===== config.mk =====
export PLATFORM = sky130hd
export DESIGN_NAME = ivd_dispatch
export DESIGN_NICKNAME = d
export VERILOG_FILES = /design/src/verilog/ivd_pkg.sv /design/src/verilog/ivd_vector_rom.sv /design/src/verilog/ivd_dispatch.sv
export SDC_FILE = /design/constraint.sdc
export NUM_CORES = 1
export LEC_CHECK = 0
export BUFFER_PORTS_ARGS = -buffer_cell sky130_fd_sc_hd__clkbuf_2
export CORE_AREA = 2 2 39 41
export DETAILED_ROUTE_END_ITERATION = 7
export DIE_AREA = 0 0 41 43
export GPL_TIMING_DRIVEN = 0
export SYNTH_ARGS = -nofsm -noshare
export SYNTH_HDL_FRONTEND = slang
export SYNTH_SLANG_ARGS = --single-unit

===== constraint.sdc =====
create_clock -name ref_clk -period 1.3 [get_ports ref_clk]
set_input_delay 0.13 -clock ref_clk [delete_from_list [all_inputs] [get_ports ref_clk]]
set_output_delay 0.13 -clock ref_clk [all_outputs]
set_load 0.02 [all_outputs]

===== src/verilog/ivd_pkg.sv =====
// Purpose: constants for the interrupt vector dispatch block
// Assumes: one program word per vector, 11-bit word address
// Notes: source index order matches vector order
// What this block does
// - Every reset cause fetches from address zero
// - External request zero dispatches to 0x0001
// - External request one dispatches to 0x0002
// - Wide timer match A dispatches to 0x0004
// - Wide timer match B dispatches to 0x000c
// - Narrow timer match A dispatches to 0x000d
// - Narrow timer match B dispatches to 0x000e
// - Serial transmit buffer empty dispatches to 0x0008
// - Serial receive complete dispatches to 0x0007
// - Serial transmit complete dispatches to 0x0009
package ivd_pkg;
	localparam int ADDR_W = 11;
	localparam int NUM_SRC = 18;
	localparam int SRC_W = 5;
	localparam logic [10:0] VEC_RESET = 11'h000;
	localparam logic [10:0] VEC_EXT_ZERO = 11'h001;
	localparam logic [10:0] VEC_EXT_ONE = 11'h002;
	localparam logic [10:0] VEC_WT_CAPTURE = 11'h003;
	localparam logic [10:0] VEC_WT_MATCH_A = 11'h004;
	localparam logic [10:0] VEC_WT_OVERFLOW = 11'h005;
	localparam logic [10:0] VEC_NT_OVERFLOW = 11'h006;
	localparam logic [10:0] VEC_RX_COMPLETE = 11'h007;
	localparam logic [10:0] VEC_TX_EMPTY = 11'h008;
	localparam logic [10:0] VEC_TX_COMPLETE = 11'h009;
	localparam logic [10:0] VEC_COMPARATOR = 11'h00a;
	localparam logic [10:0] VEC_PIN_CHANGE = 11'h00b;
	localparam logic [10:0] VEC_WT_MATCH_B = 11'h00c;
	localparam logic [10:0] VEC_NT_MATCH_A = 11'h00d;
	localparam logic [10:0] VEC_NT_MATCH_B = 11'h00e;
	localparam logic [10:0] VEC_SU_START = 11'h00f;
	localparam logic [10:0] VEC_SU_OVERFLOW = 11'h010;
	localparam logic [10:0] VEC_NV_READY = 11'h011;
	localparam logic [10:0] VEC_WATCHDOG = 11'h012;
endpackage


===== src/verilog/ivd_vector_rom.sv =====
// Purpose: maps a source index to its vector word address
// Assumes: index 0 is external request zero, up to 17 the watchdog
// Notes: purely combinational table
`timescale 1ns/1ps
module ivd_vector_rom (
	// Lookup
	input wire logic [ivd_pkg::SRC_W-1:0] src_index,
	output logic [ivd_pkg::ADDR_W-1:0] vector_addr
);
	always_comb begin
		case (src_index)
			5'h00: vector_addr = ivd_pkg::VEC_EXT_ZERO;
			5'h01: vector_addr = ivd_pkg::VEC_EXT_ONE;
			5'h02: vector_addr = ivd_pkg::VEC_WT_CAPTURE;
			5'h03: vector_addr = ivd_pkg::VEC_WT_MATCH_A;
			5'h04: vector_addr = ivd_pkg::VEC_WT_OVERFLOW;
			5'h05: vector_addr = ivd_pkg::VEC_NT_OVERFLOW;
			5'h06: vector_addr = ivd_pkg::VEC_RX_COMPLETE;
			5'h07: vector_addr = ivd_pkg::VEC_TX_EMPTY;
			5'h08: vector_addr = ivd_pkg::VEC_TX_COMPLETE;
			5'h09: vector_addr = ivd_pkg::VEC_COMPARATOR;
			5'h0a: vector_addr = ivd_pkg::VEC_PIN_CHANGE;
			5'h0b: vector_addr = ivd_pkg::VEC_WT_MATCH_B;
			5'h0c: vector_addr = ivd_pkg::VEC_NT_MATCH_A;
			5'h0d: vector_addr = ivd_pkg::VEC_NT_MATCH_B;
			5'h0e: vector_addr = ivd_pkg::VEC_SU_START;
			5'h0f: vector_addr = ivd_pkg::VEC_SU_OVERFLOW;
			5'h10: vector_addr = ivd_pkg::VEC_NV_READY;
			5'h11: vector_addr = ivd_pkg::VEC_WATCHDOG;
			default: vector_addr = ivd_pkg::VEC_RESET;
		endcase
	end
endmodule


===== src/verilog/ivd_dispatch.sv =====
// Purpose: presents the vector of an accepted event as the next fetch address
// Assumes: core picks the source and pulses accept with its index
// Notes: priority and global enable live in the core
`timescale 1ns/1ps
module ivd_dispatch (
	// Clock and reset
	input wire logic ref_clk,
	input wire logic rst_b,
	// Reset causes, synchronous pulses or levels
	input wire logic ext_reset_event,
	input wire logic power_on_event,
	input wire logic brown_out_event,
	input wire logic watchdog_reset_event,
	// Acceptance from the core
	input wire logic accept,
	input wire logic [ivd_pkg::SRC_W-1:0] accept_src,
	// Fetch redirect to the core
	output logic redirect_valid,
	output logic [ivd_pkg::ADDR_W-1:0] redirect_addr
);
	logic [ivd_pkg::ADDR_W-1:0] table_addr;
	logic any_reset;
	logic src_ok;
	logic next_redirect_valid;
	logic [ivd_pkg::ADDR_W-1:0] next_redirect_addr;

	function automatic logic legal_src(input logic [ivd_pkg::SRC_W-1:0] s);
		legal_src = (32'(s) < ivd_pkg::NUM_SRC);
	endfunction

	ivd_vector_rom u_rom (
		.src_index(accept_src),
		.vector_addr(table_addr)
	);

	assign any_reset = ext_reset_event | power_on_event | brown_out_event | watchdog_reset_event;
	assign src_ok = legal_src(accept_src);

	// Reset outranks any event accepted in the same cycle
	always_comb begin
		next_redirect_valid = 1'b0;
		next_redirect_addr = redirect_addr;
		if (any_reset) begin
			next_redirect_valid = 1'b1;
			next_redirect_addr = ivd_pkg::VEC_RESET;
		end else if (accept && src_ok) begin
			next_redirect_valid = 1'b1;
			next_redirect_addr = table_addr;
		end
	end

	// Leaving reset also redirects, so the first fetch comes from the reset vector
	always_ff @(posedge ref_clk or negedge rst_b) begin
		if (!rst_b) begin
			redirect_valid <= 1'b1;
			redirect_addr <= ivd_pkg::VEC_RESET;
		end else begin
			redirect_valid <= next_redirect_valid;
			redirect_addr <= next_redirect_addr;
		end
	end

	property p_reset_vector;
		@(posedge ref_clk) disable iff (!rst_b)
		any_reset |=> (redirect_valid && redirect_addr == ivd_pkg::VEC_RESET);
	endproperty
	a_reset_vector: assert property (p_reset_vector) else $error("reset cause did not fetch zero");

	property p_ext_zero;
		@(posedge ref_clk) disable iff (!rst_b)
		(accept && accept_src == 5'h00 && !any_reset) |=> (redirect_valid && redirect_addr == 11'h001);
	endproperty
	a_ext_zero: assert property (p_ext_zero) else $error("ext request zero vector wrong");

	property p_ext_one;
		@(posedge ref_clk) disable iff (!rst_b)
		(accept && accept_src == 5'h01 && !any_reset) |=> (redirect_valid && redirect_addr == 11'h002);
	endproperty
	a_ext_one: assert property (p_ext_one) else $error("ext request one vector wrong");

	property p_wt_match_a;
		@(posedge ref_clk) disable iff (!rst_b)
		(accept && accept_src == 5'h03 && !any_reset) |=> (redirect_valid && redirect_addr == 11'h004);
	endproperty
	a_wt_match_a: assert property (p_wt_match_a) else $error("wide match a vector wrong");

	property p_wt_match_b;
		@(posedge ref_clk) disable iff (!rst_b)
		(accept && accept_src == 5'h0b && !any_reset) |=> (redirect_valid && redirect_addr == 11'h00c);
	endproperty
	a_wt_match_b: assert property (p_wt_match_b) else $error("wide match b vector wrong");

	property p_nt_match_a;
		@(posedge ref_clk) disable iff (!rst_b)
		(accept && accept_src == 5'h0c && !any_reset) |=> (redirect_valid && redirect_addr == 11'h00d);
	endproperty
	a_nt_match_a: assert property (p_nt_match_a) else $error("narrow match a vector wrong");

	property p_nt_match_b;
		@(posedge ref_clk) disable iff (!rst_b)
		(accept && accept_src == 5'h0d && !any_reset) |=> (redirect_valid && redirect_addr == 11'h00e);
	endproperty
	a_nt_match_b: assert property (p_nt_match_b) else $error("narrow match b vector wrong");

	property p_tx_empty;
		@(posedge ref_clk) disable iff (!rst_b)
		(accept && accept_src == 5'h07 && !any_reset) |=> (redirect_valid && redirect_addr == 11'h008);
	endproperty
	a_tx_empty: assert property (p_tx_empty) else $error("tx empty vector wrong");

	property p_rx_complete;
		@(posedge ref_clk) disable iff (!rst_b)
		(accept && accept_src == 5'h06 && !any_reset) |=> (redirect_valid && redirect_addr == 11'h007);
	endproperty
	a_rx_complete: assert property (p_rx_complete) else $error("rx complete vector wrong");

	property p_tx_complete;
		@(posedge ref_clk) disable iff (!rst_b)
		(accept && accept_src == 5'h08 && !any_reset) |=> (redirect_valid && redirect_addr == 11'h009);
	endproperty
	a_tx_complete: assert property (p_tx_complete) else $error("tx complete vector wrong");

	property p_watchdog;
		@(posedge ref_clk) disable iff (!rst_b)
		(accept && accept_src == 5'h11 && !any_reset) |=> (redirect_valid && redirect_addr == 11'h012);
	endproperty
	a_watchdog: assert property (p_watchdog) else $error("watchdog vector wrong");

	// Remaining table entries, checked against fixed addresses rather than the package
	property p_wt_capture;
		@(posedge ref_clk) disable iff (!rst_b)
		(accept && accept_src == 5'h02 && !any_reset) |=> (redirect_valid && redirect_addr == 11'h003);
	endproperty
	a_wt_capture: assert property (p_wt_capture) else $error("wide capture vector wrong");

	property p_wt_overflow;
		@(posedge ref_clk) disable iff (!rst_b)
		(accept && accept_src == 5'h04 && !any_reset) |=> (redirect_valid && redirect_addr == 11'h005);
	endproperty
	a_wt_overflow: assert property (p_wt_overflow) else $error("wide overflow vector wrong");

	property p_nt_overflow;
		@(posedge ref_clk) disable iff (!rst_b)
		(accept && accept_src == 5'h05 && !any_reset) |=> (redirect_valid && redirect_addr == 11'h006);
	endproperty
	a_nt_overflow: assert property (p_nt_overflow) else $error("narrow overflow vector wrong");

	property p_comparator;
		@(posedge ref_clk) disable iff (!rst_b)
		(accept && accept_src == 5'h09 && !any_reset) |=> (redirect_valid && redirect_addr == 11'h00a);
	endproperty
	a_comparator: assert property (p_comparator) else $error("comparator vector wrong");

	property p_pin_change;
		@(posedge ref_clk) disable iff (!rst_b)
		(accept && accept_src == 5'h0a && !any_reset) |=> (redirect_valid && redirect_addr == 11'h00b);
	endproperty
	a_pin_change: assert property (p_pin_change) else $error("pin change vector wrong");

	property p_su_start;
		@(posedge ref_clk) disable iff (!rst_b)
		(accept && accept_src == 5'h0e && !any_reset) |=> (redirect_valid && redirect_addr == 11'h00f);
	endproperty
	a_su_start: assert property (p_su_start) else $error("serial unit start vector wrong");

	property p_su_overflow;
		@(posedge ref_clk) disable iff (!rst_b)
		(accept && accept_src == 5'h0f && !any_reset) |=> (redirect_valid && redirect_addr == 11'h010);
	endproperty
	a_su_overflow: assert property (p_su_overflow) else $error("serial unit overflow vector wrong");

	property p_nv_ready;
		@(posedge ref_clk) disable iff (!rst_b)
		(accept && accept_src == 5'h10 && !any_reset) |=> (redirect_valid && redirect_addr == 11'h011);
	endproperty
	a_nv_ready: assert property (p_nv_ready) else $error("nonvolatile ready vector wrong");

	// Each reset cause on its own must reach address zero
	property p_pin_reset;
		@(posedge ref_clk) disable iff (!rst_b)
		ext_reset_event |=> (redirect_valid && redirect_addr == 11'h000);
	endproperty
	a_pin_reset: assert property (p_pin_reset) else $error("pin reset vector wrong");

	property p_power_on;
		@(posedge ref_clk) disable iff (!rst_b)
		power_on_event |=> (redirect_valid && redirect_addr == 11'h000);
	endproperty
	a_power_on: assert property (p_power_on) else $error("power-on vector wrong");

	property p_brown_out;
		@(posedge ref_clk) disable iff (!rst_b)
		brown_out_event |=> (redirect_valid && redirect_addr == 11'h000);
	endproperty
	a_brown_out: assert property (p_brown_out) else $error("brown-out vector wrong");

	property p_watchdog_reset;
		@(posedge ref_clk) disable iff (!rst_b)
		watchdog_reset_event |=> (redirect_valid && redirect_addr == 11'h000);
	endproperty
	a_watchdog_reset: assert property (p_watchdog_reset) else $error("watchdog reset vector wrong");

	property p_reset_beats_accept;
		@(posedge ref_clk) disable iff (!rst_b)
		(any_reset && accept) |=> (redirect_valid && redirect_addr == 11'h000);
	endproperty
	a_reset_beats_accept: assert property (p_reset_beats_accept) else $error("accept beat a reset cause");

	// A bad index must not redirect, or the core would jump into the table default
	property p_refused;
		@(posedge ref_clk) disable iff (!rst_b)
		(accept && accept_src >= 5'h12 && !any_reset) |=> !redirect_valid;
	endproperty
	a_refused: assert property (p_refused) else $error("refused index redirected");

	// Limitation: only the vector table is reachable, never code past it
	property p_table_range;
		@(posedge ref_clk) disable iff (!rst_b)
		redirect_valid |-> (redirect_addr <= 11'h012);
	endproperty
	a_table_range: assert property (p_table_range) else $error("redirect outside vector table");

	property p_idle_quiet;
		@(posedge ref_clk) disable iff (!rst_b)
		(!any_reset && !(accept && src_ok)) |=> (!redirect_valid && $stable(redirect_addr));
	endproperty
	a_idle_quiet: assert property (p_idle_quiet) else $error("redirect without cause");
endmodule


==> results of run 1 <==
[sequential cells by signal, summed over array words and instances, names as in the netlist]
register        cells
redirect_addr       5
redirect_valid      1
[per-stage QoR]
stage / cells / hold slack (ns) / area [um^2] / worst slack (ns)
2_1_floorplan: 49 / -0.166 / 460 / 0.129
3_3_place_gp: 82 / -0.0439 / 566 / -0.0867
3_5_place_dp: 82 / -0.0396 / 566 / -0.116
4_1_cts: 87 / 0.104 / 602 / 0.136
5_1_grt: 87 / 0.128 / 602 / 0.00121
6_report: 87 / 0.115 / 602 / 0.135
[Yosys cell counts, drive strengths merged (2+ instances only)]
master | instances | area share (%)
nand2b | 3 | 4.2
ha | 4 | 11
a31oi | 2 | 2.8
nor2 | 2 | 1.7
buf | 6 | 10
mux2i | 2 | 4.5
dfrtp | 5 | 28
a21oi | 3 | 3.4
o221ai | 2 | 4.0
inv | 4 | 3.4
[area by class of cell]
cell class                 instances  area, um^2
sequential                         6         151
tap                               16        20.0
multi-input combinational         33         249
inverter                           4        15.0
timing repair buffer              18        95.1
fill                             153         782
buffer                             6        45.0
clock buffer                       4        26.3
[report_power, final]
part / switching (uW) / total, uW / internal, uW
clock: 61.4 / 177 / 116
sequential: 1.05 / 191 / 190
combinational: 60.5 / 103 / 42.7
[how the worst max path moves through the flow]
| stage | start | end | slack, ns | cells past startpoint |
|---|---|---|---|---|
| floorplan | power_on_event | redirect_addr[2] | 0.13 | 3 |
| finish | power_on_event | redirect_addr[0] | 0.13 | 4 |
| global route | accept_src[2] | redirect_addr[3] | 0.001 | 4 |
| global placement | accept_src[2] | redirect_addr[3] | -0.09 | 4 |
| CTS | power_on_event | redirect_addr[1] | 0.14 | 4 |
| detailed placement | accept_src[2] | redirect_addr[3] | -0.12 | 4 |
[cells by family after synthesis]
| family | share of synthesized area, % |
|---|---|
| and+or+nand+nor | 11.9 |
| DFF | 34.3 |
| buffers and inverters | 13.6 |
| AOI/OAI and AO/OA | 23.5 |
| adders and majority gates | 11.3 |
| muxes | 4.53 |
| other | 0.849 |
[layer usage]
layer	GRT usage (%)	up-vias
li1	-	204
met4	10.0	0
met3	3.14	0
met2	17.5	13
met1	13.2	185
met5	0	-
==> flow_summary.toml, run 1 <==
[clock_tree]
cts_made_buffers = 3
postCtsSetupBuffers = 0
clockRootBuffer = "clkbuf_4"
clk_latency_ns = 0.24
cts_tree = "built"
cts.htree.levels = 1
cts-resized-gates = 0
ctsLongestPathBuffers = 2
path_clk_slew_ns = 0.04
cts_hold_buf = 1
clock-sinks = 6

[sta]
worst_pin_slew_ns = 0.752
setup_viol_count_final = 0
relSlewSlack_pct = 49.4
tns_ns = 0
final.setup_skew_ns = 0
max_freq_mhz = 858
rsz0062_at_grt = "false"
finalHoldViolCount = 0
period_needed_ns = 1.17
drv_slew = 0
period_share_pct = 89.6

[hold_path]
holdPathEnd = "redirect_addr[0]"
hold_depth = 2
hold_class = "in -> reg"
worstHoldStart = "accept_src[4]"

[final_layout]
fin_nets = 88
final_common_cell = "clkbuf_2"
drive_gt1_share_pct = 40.8
final_core_util_pct = 43.5
n_antenna_cell = 0
layout_common_cells = "17 x clkbuf_2, 6 x buf_4, 6 x conb_1, 5 x dfrtp_1"
area_delta_synth_final_pct = 36.3

[drt]
drtIter0Drc = 5
wl_per_cell_um = 9.84
postRouteAntennaNets = 0
met2_length_um = 449
met1Wirelength_um = 354
num_vias = 402
drt-total-wl_um = 856
viasPerCell = 4.62
dr.pass1.iters = 4
route.detailed.drc = 0
wl_met3_um = 52
top_layer = "met3"

[yosys]
ys_ff_latch = 6
avgSynthCellArea_um2 = 10.0
seq_area_frac_synth_pct = 34.3
synth_warnings = 0
yosysUniqueCellTypes = 21
syn_inst = 44
ys_async_sr_fraction_pct = 100
synthFlopType = "dfrtp_1"
syn-cell-area_um2 = 442
synth_edf_count = 0

[setup_path]
worst_path_dominant_cell_family = "simple AND/OR/NAND/NOR gates"
worst-r2r-cell-count = 2
path_buf_inv = 1
end_kind = "register"
cp_max_fo = 5
r2r_start = "redirect_addr[0]"
arrival_ns = 1.32
crit_slowest_cell = "nor4_1"
startpoint_type = "input port"
rrSetupSlack_ns = 0.53
worstSetupPathType = "in -> reg"
crit_chain = "clkbuf_2, nor4_1, o221ai_1, a21oi_1"
timing.rr.end = "redirect_addr[0]"
crit_required_ns = 1.46
slowest_delay_ns = 0.67

[power]
powerDensity_mw_per_mm2 = 784
max-vdd-ir-drop_mv = 0.488
power_leakage_uw = 0.000306
finalPower_uw = 472

[placed_design]
port-buffer-count = 17
hpwlAfterDp_um = 744
gp_congestion = 0.622

[grt]
gr-total-overflow = 0
antenna_found_initial = 0
grt_pass1_vias = 365
grt_pass1_wl_um = 1370
track_usage_pct = 11.9
grt_max_degree = 7

[floorplan]
fp-row-count = 14
die_w_um = 41
die_h_um = 43
top_level_ports = 24
core_area_mm2 = 0.00138
initial_core_util_pct = 31.9
die_area_mm2 = 0.00176

[flow_run]
cap_violations = 0

[outcome]
status = "finished, final reports clean"
(Power assumes the default switching activity.)
==> run 2, diff against run 1 <==
--- a/config.mk
+++ b/config.mk
@@ -6,9 +6,10 @@
 export NUM_CORES = 1
 export LEC_CHECK = 0
 export BUFFER_PORTS_ARGS = -buffer_cell sky130_fd_sc_hd__clkbuf_2
-export CORE_AREA = 2 2 39 41
+export CORE_MARGIN = 2
+export CORE_UTILIZATION = 31
+export CTS_CLUSTER_DIAMETER = 80
 export DETAILED_ROUTE_END_ITERATION = 7
-export DIE_AREA = 0 0 41 43
 export GPL_TIMING_DRIVEN = 0
 export SYNTH_ARGS = -nofsm -noshare
 export SYNTH_HDL_FRONTEND = slang
==> constraint.sdc (replaced) <==
create_clock -name ref_clk -period 1.5 [get_ports ref_clk]
set_input_delay 0.15 -clock ref_clk [delete_from_list [all_inputs] [get_ports ref_clk]]
set_output_delay 0.15 -clock ref_clk [all_outputs]
set_load 0.02 [all_outputs]
==> flow_summary.toml, run 2 (synthesis results as in run 1) <==
[hold_path]
hold_depth = 2
holdPathEnd = "redirect_addr[0]"
hold_class = "in -> reg"
worstHoldStart = "accept_src[4]"

[clock_tree]
cts.htree.levels = 1
cts_tree = "built"
clk_latency_ns = 0.23
postCtsSetupBuffers = 0
clock-sinks = 6
path_clk_slew_ns = 0.05
ctsLongestPathBuffers = 2
cts_made_buffers = 3
clockRootBuffer = "clkbuf_4"

[setup_path]
cp-startpoint = "accept_src[2]"
worstSetupPathType = "in -> reg"
slowest_delay_ns = 0.41
crit_chain = "clkbuf_2, nor3_1, o21ai_0, a32o_1"
end_kind = "register"
worst-r2r-cell-count = 2
timing.rr.end = "redirect_addr[0]"
cp_max_fo = 6
crit_slowest_cell = "nor3_1"
r2r_start = "redirect_addr[0]"
crit_required_ns = 1.63
startpoint_type = "input port"
rrSetupSlack_ns = 0.76
arrival_ns = 1.27

[grt]
track_usage_pct = 10.8
grt_max_degree = 7
grt_pass1_vias = 369
gr-total-overflow = 0
grt_pass1_wl_um = 1420
antenna_found_initial = 0

[final_layout]
area_delta_synth_final_pct = 36.0
n_antenna_cell = 0
fin_nets = 88
largest_register_ffs = 5
finalNonFillerCells = 86
final_core_util_pct = 45.6
top_regs = "redirect_addr (5), redirect_valid (1)"
largest_register = "redirect_addr"
layout_common_cells = "17 x clkbuf_2, 6 x buf_4, 6 x conb_1, 5 x dfrtp_1"
drive_gt1_share_pct = 40.8
final_common_cell = "clkbuf_2"
design_area_um2 = 601

[sta]
final.setup_skew_ns = 0
max_freq_mhz = 879
relSlewSlack_pct = 52.2
finalHoldViolCount = 0
worst_pin_slew_ns = 0.711
period_needed_ns = 1.14
holdWs_ns = 0.127
setup_viol_count_final = 0
rsz0062_at_grt = "false"
period_share_pct = 75.9
tns_ns = 0
drv_slew = 0

[power]
p_int_uw = 302
power_frac_comb_pct = 21.7
seq_power_share_pct = 40.5
power_leakage_uw = 0.000306
swShare_pct = 26.2
max-vdd-ir-drop_mv = 0.384
pwr-share-clk_pct = 37.9
powerDensity_mw_per_mm2 = 681
netSwitchingPower_uw = 107

[placed_design]
hpwlAfterDp_um = 697
gp_congestion = 0.735
port-buffer-count = 17
dp.cells = 81
place_area_um2 = 564

[floorplan]
die_w_um = 41.7
initial_core_util_pct = 33.5
core_area_mm2 = 0.00132
die_area_mm2 = 0.00174
die_h_um = 41.7
top_level_ports = 24
fp-row-count = 13

[drt]
viasPerCell = 4.28
dr.pass1.iters = 4
wl_per_cell_um = 9.12
num_vias = 368
drtIter0Drc = 3
route.detailed.drc = 0
drt-total-wl_um = 784
postRouteAntennaNets = 0

[outcome]
status = "finished, final reports clean"

[flow_run]
cap_violations = 0
run 2: worst max-delay path, delay by kind of cell:
family          cells  cell delay (ns)
compound gates      2             0.56
simple gates        1             0.41
buf+inv             1             0.14
run 2: stage by stage:
| step | power, uW | worst slack, ns |
|---|---|---|
| 2_1_floorplan | 222 | 0.309 |
| 3_3_place_gp | 254 | 0.0738 |
| 3_5_place_dp | 254 | 0.0932 |
| 4_1_cts | 418 | 0.347 |
| 5_1_grt | 447 | 0.269 |
| 6_report | 409 | 0.362 |
run 2: power by group through the flow:
stage          logic [uW]  registers (uW)  clock network (uW)
2_1_floorplan        52.0             170                   0
3_3_place_gp         86.1             168                   0
4_1_cts              88.9             166                 164
6_report             88.6             166                 155
3_5_place_dp         86.4             168                   0
5_1_grt              98.5             165                 183
run 2: repair_timing:
item,CTS,global route
hold endpoints to repair,6,0
resized for setup,0,0
hold buffers,1,0
endpoints found under the setup margin,0,0
run 2: how the worst max path moves through the flow:
stage	end	slack, ns	depth (start not counted)
after floorplan	redirect_addr[2]	0.31	3
after global placement	redirect_addr[3]	0.07	4
after detailed placement	redirect_addr[3]	0.09	4
after CTS	redirect_addr[1]	0.35	4
after global routing	redirect_addr[4]	0.27	4
final	redirect_addr[3]	0.36	4
run 2: final cells by class:
class	instances	area [um^2]
Sequential cell	6	151
Inverter	4	15.0
Clock buffer	4	26.3
Multi-Input combinational cell	33	249
Fill cell	145	717
Timing Repair Buffer	18	95.1
Buffer	6	45.0
Tap cell	15	18.8
run 2: metal layers:
layer  GRT usage, %  routed length, um  vias to the layer above  part of all wire [%]
li1               -                  -                      202                     -
met1           12.0                354                      154                    45
met2           16.3                374                       12                    48
met3           3.48                 54                        0                   6.9
met4           9.68                  0                        0                     0
met5              0                  0                        -                     0
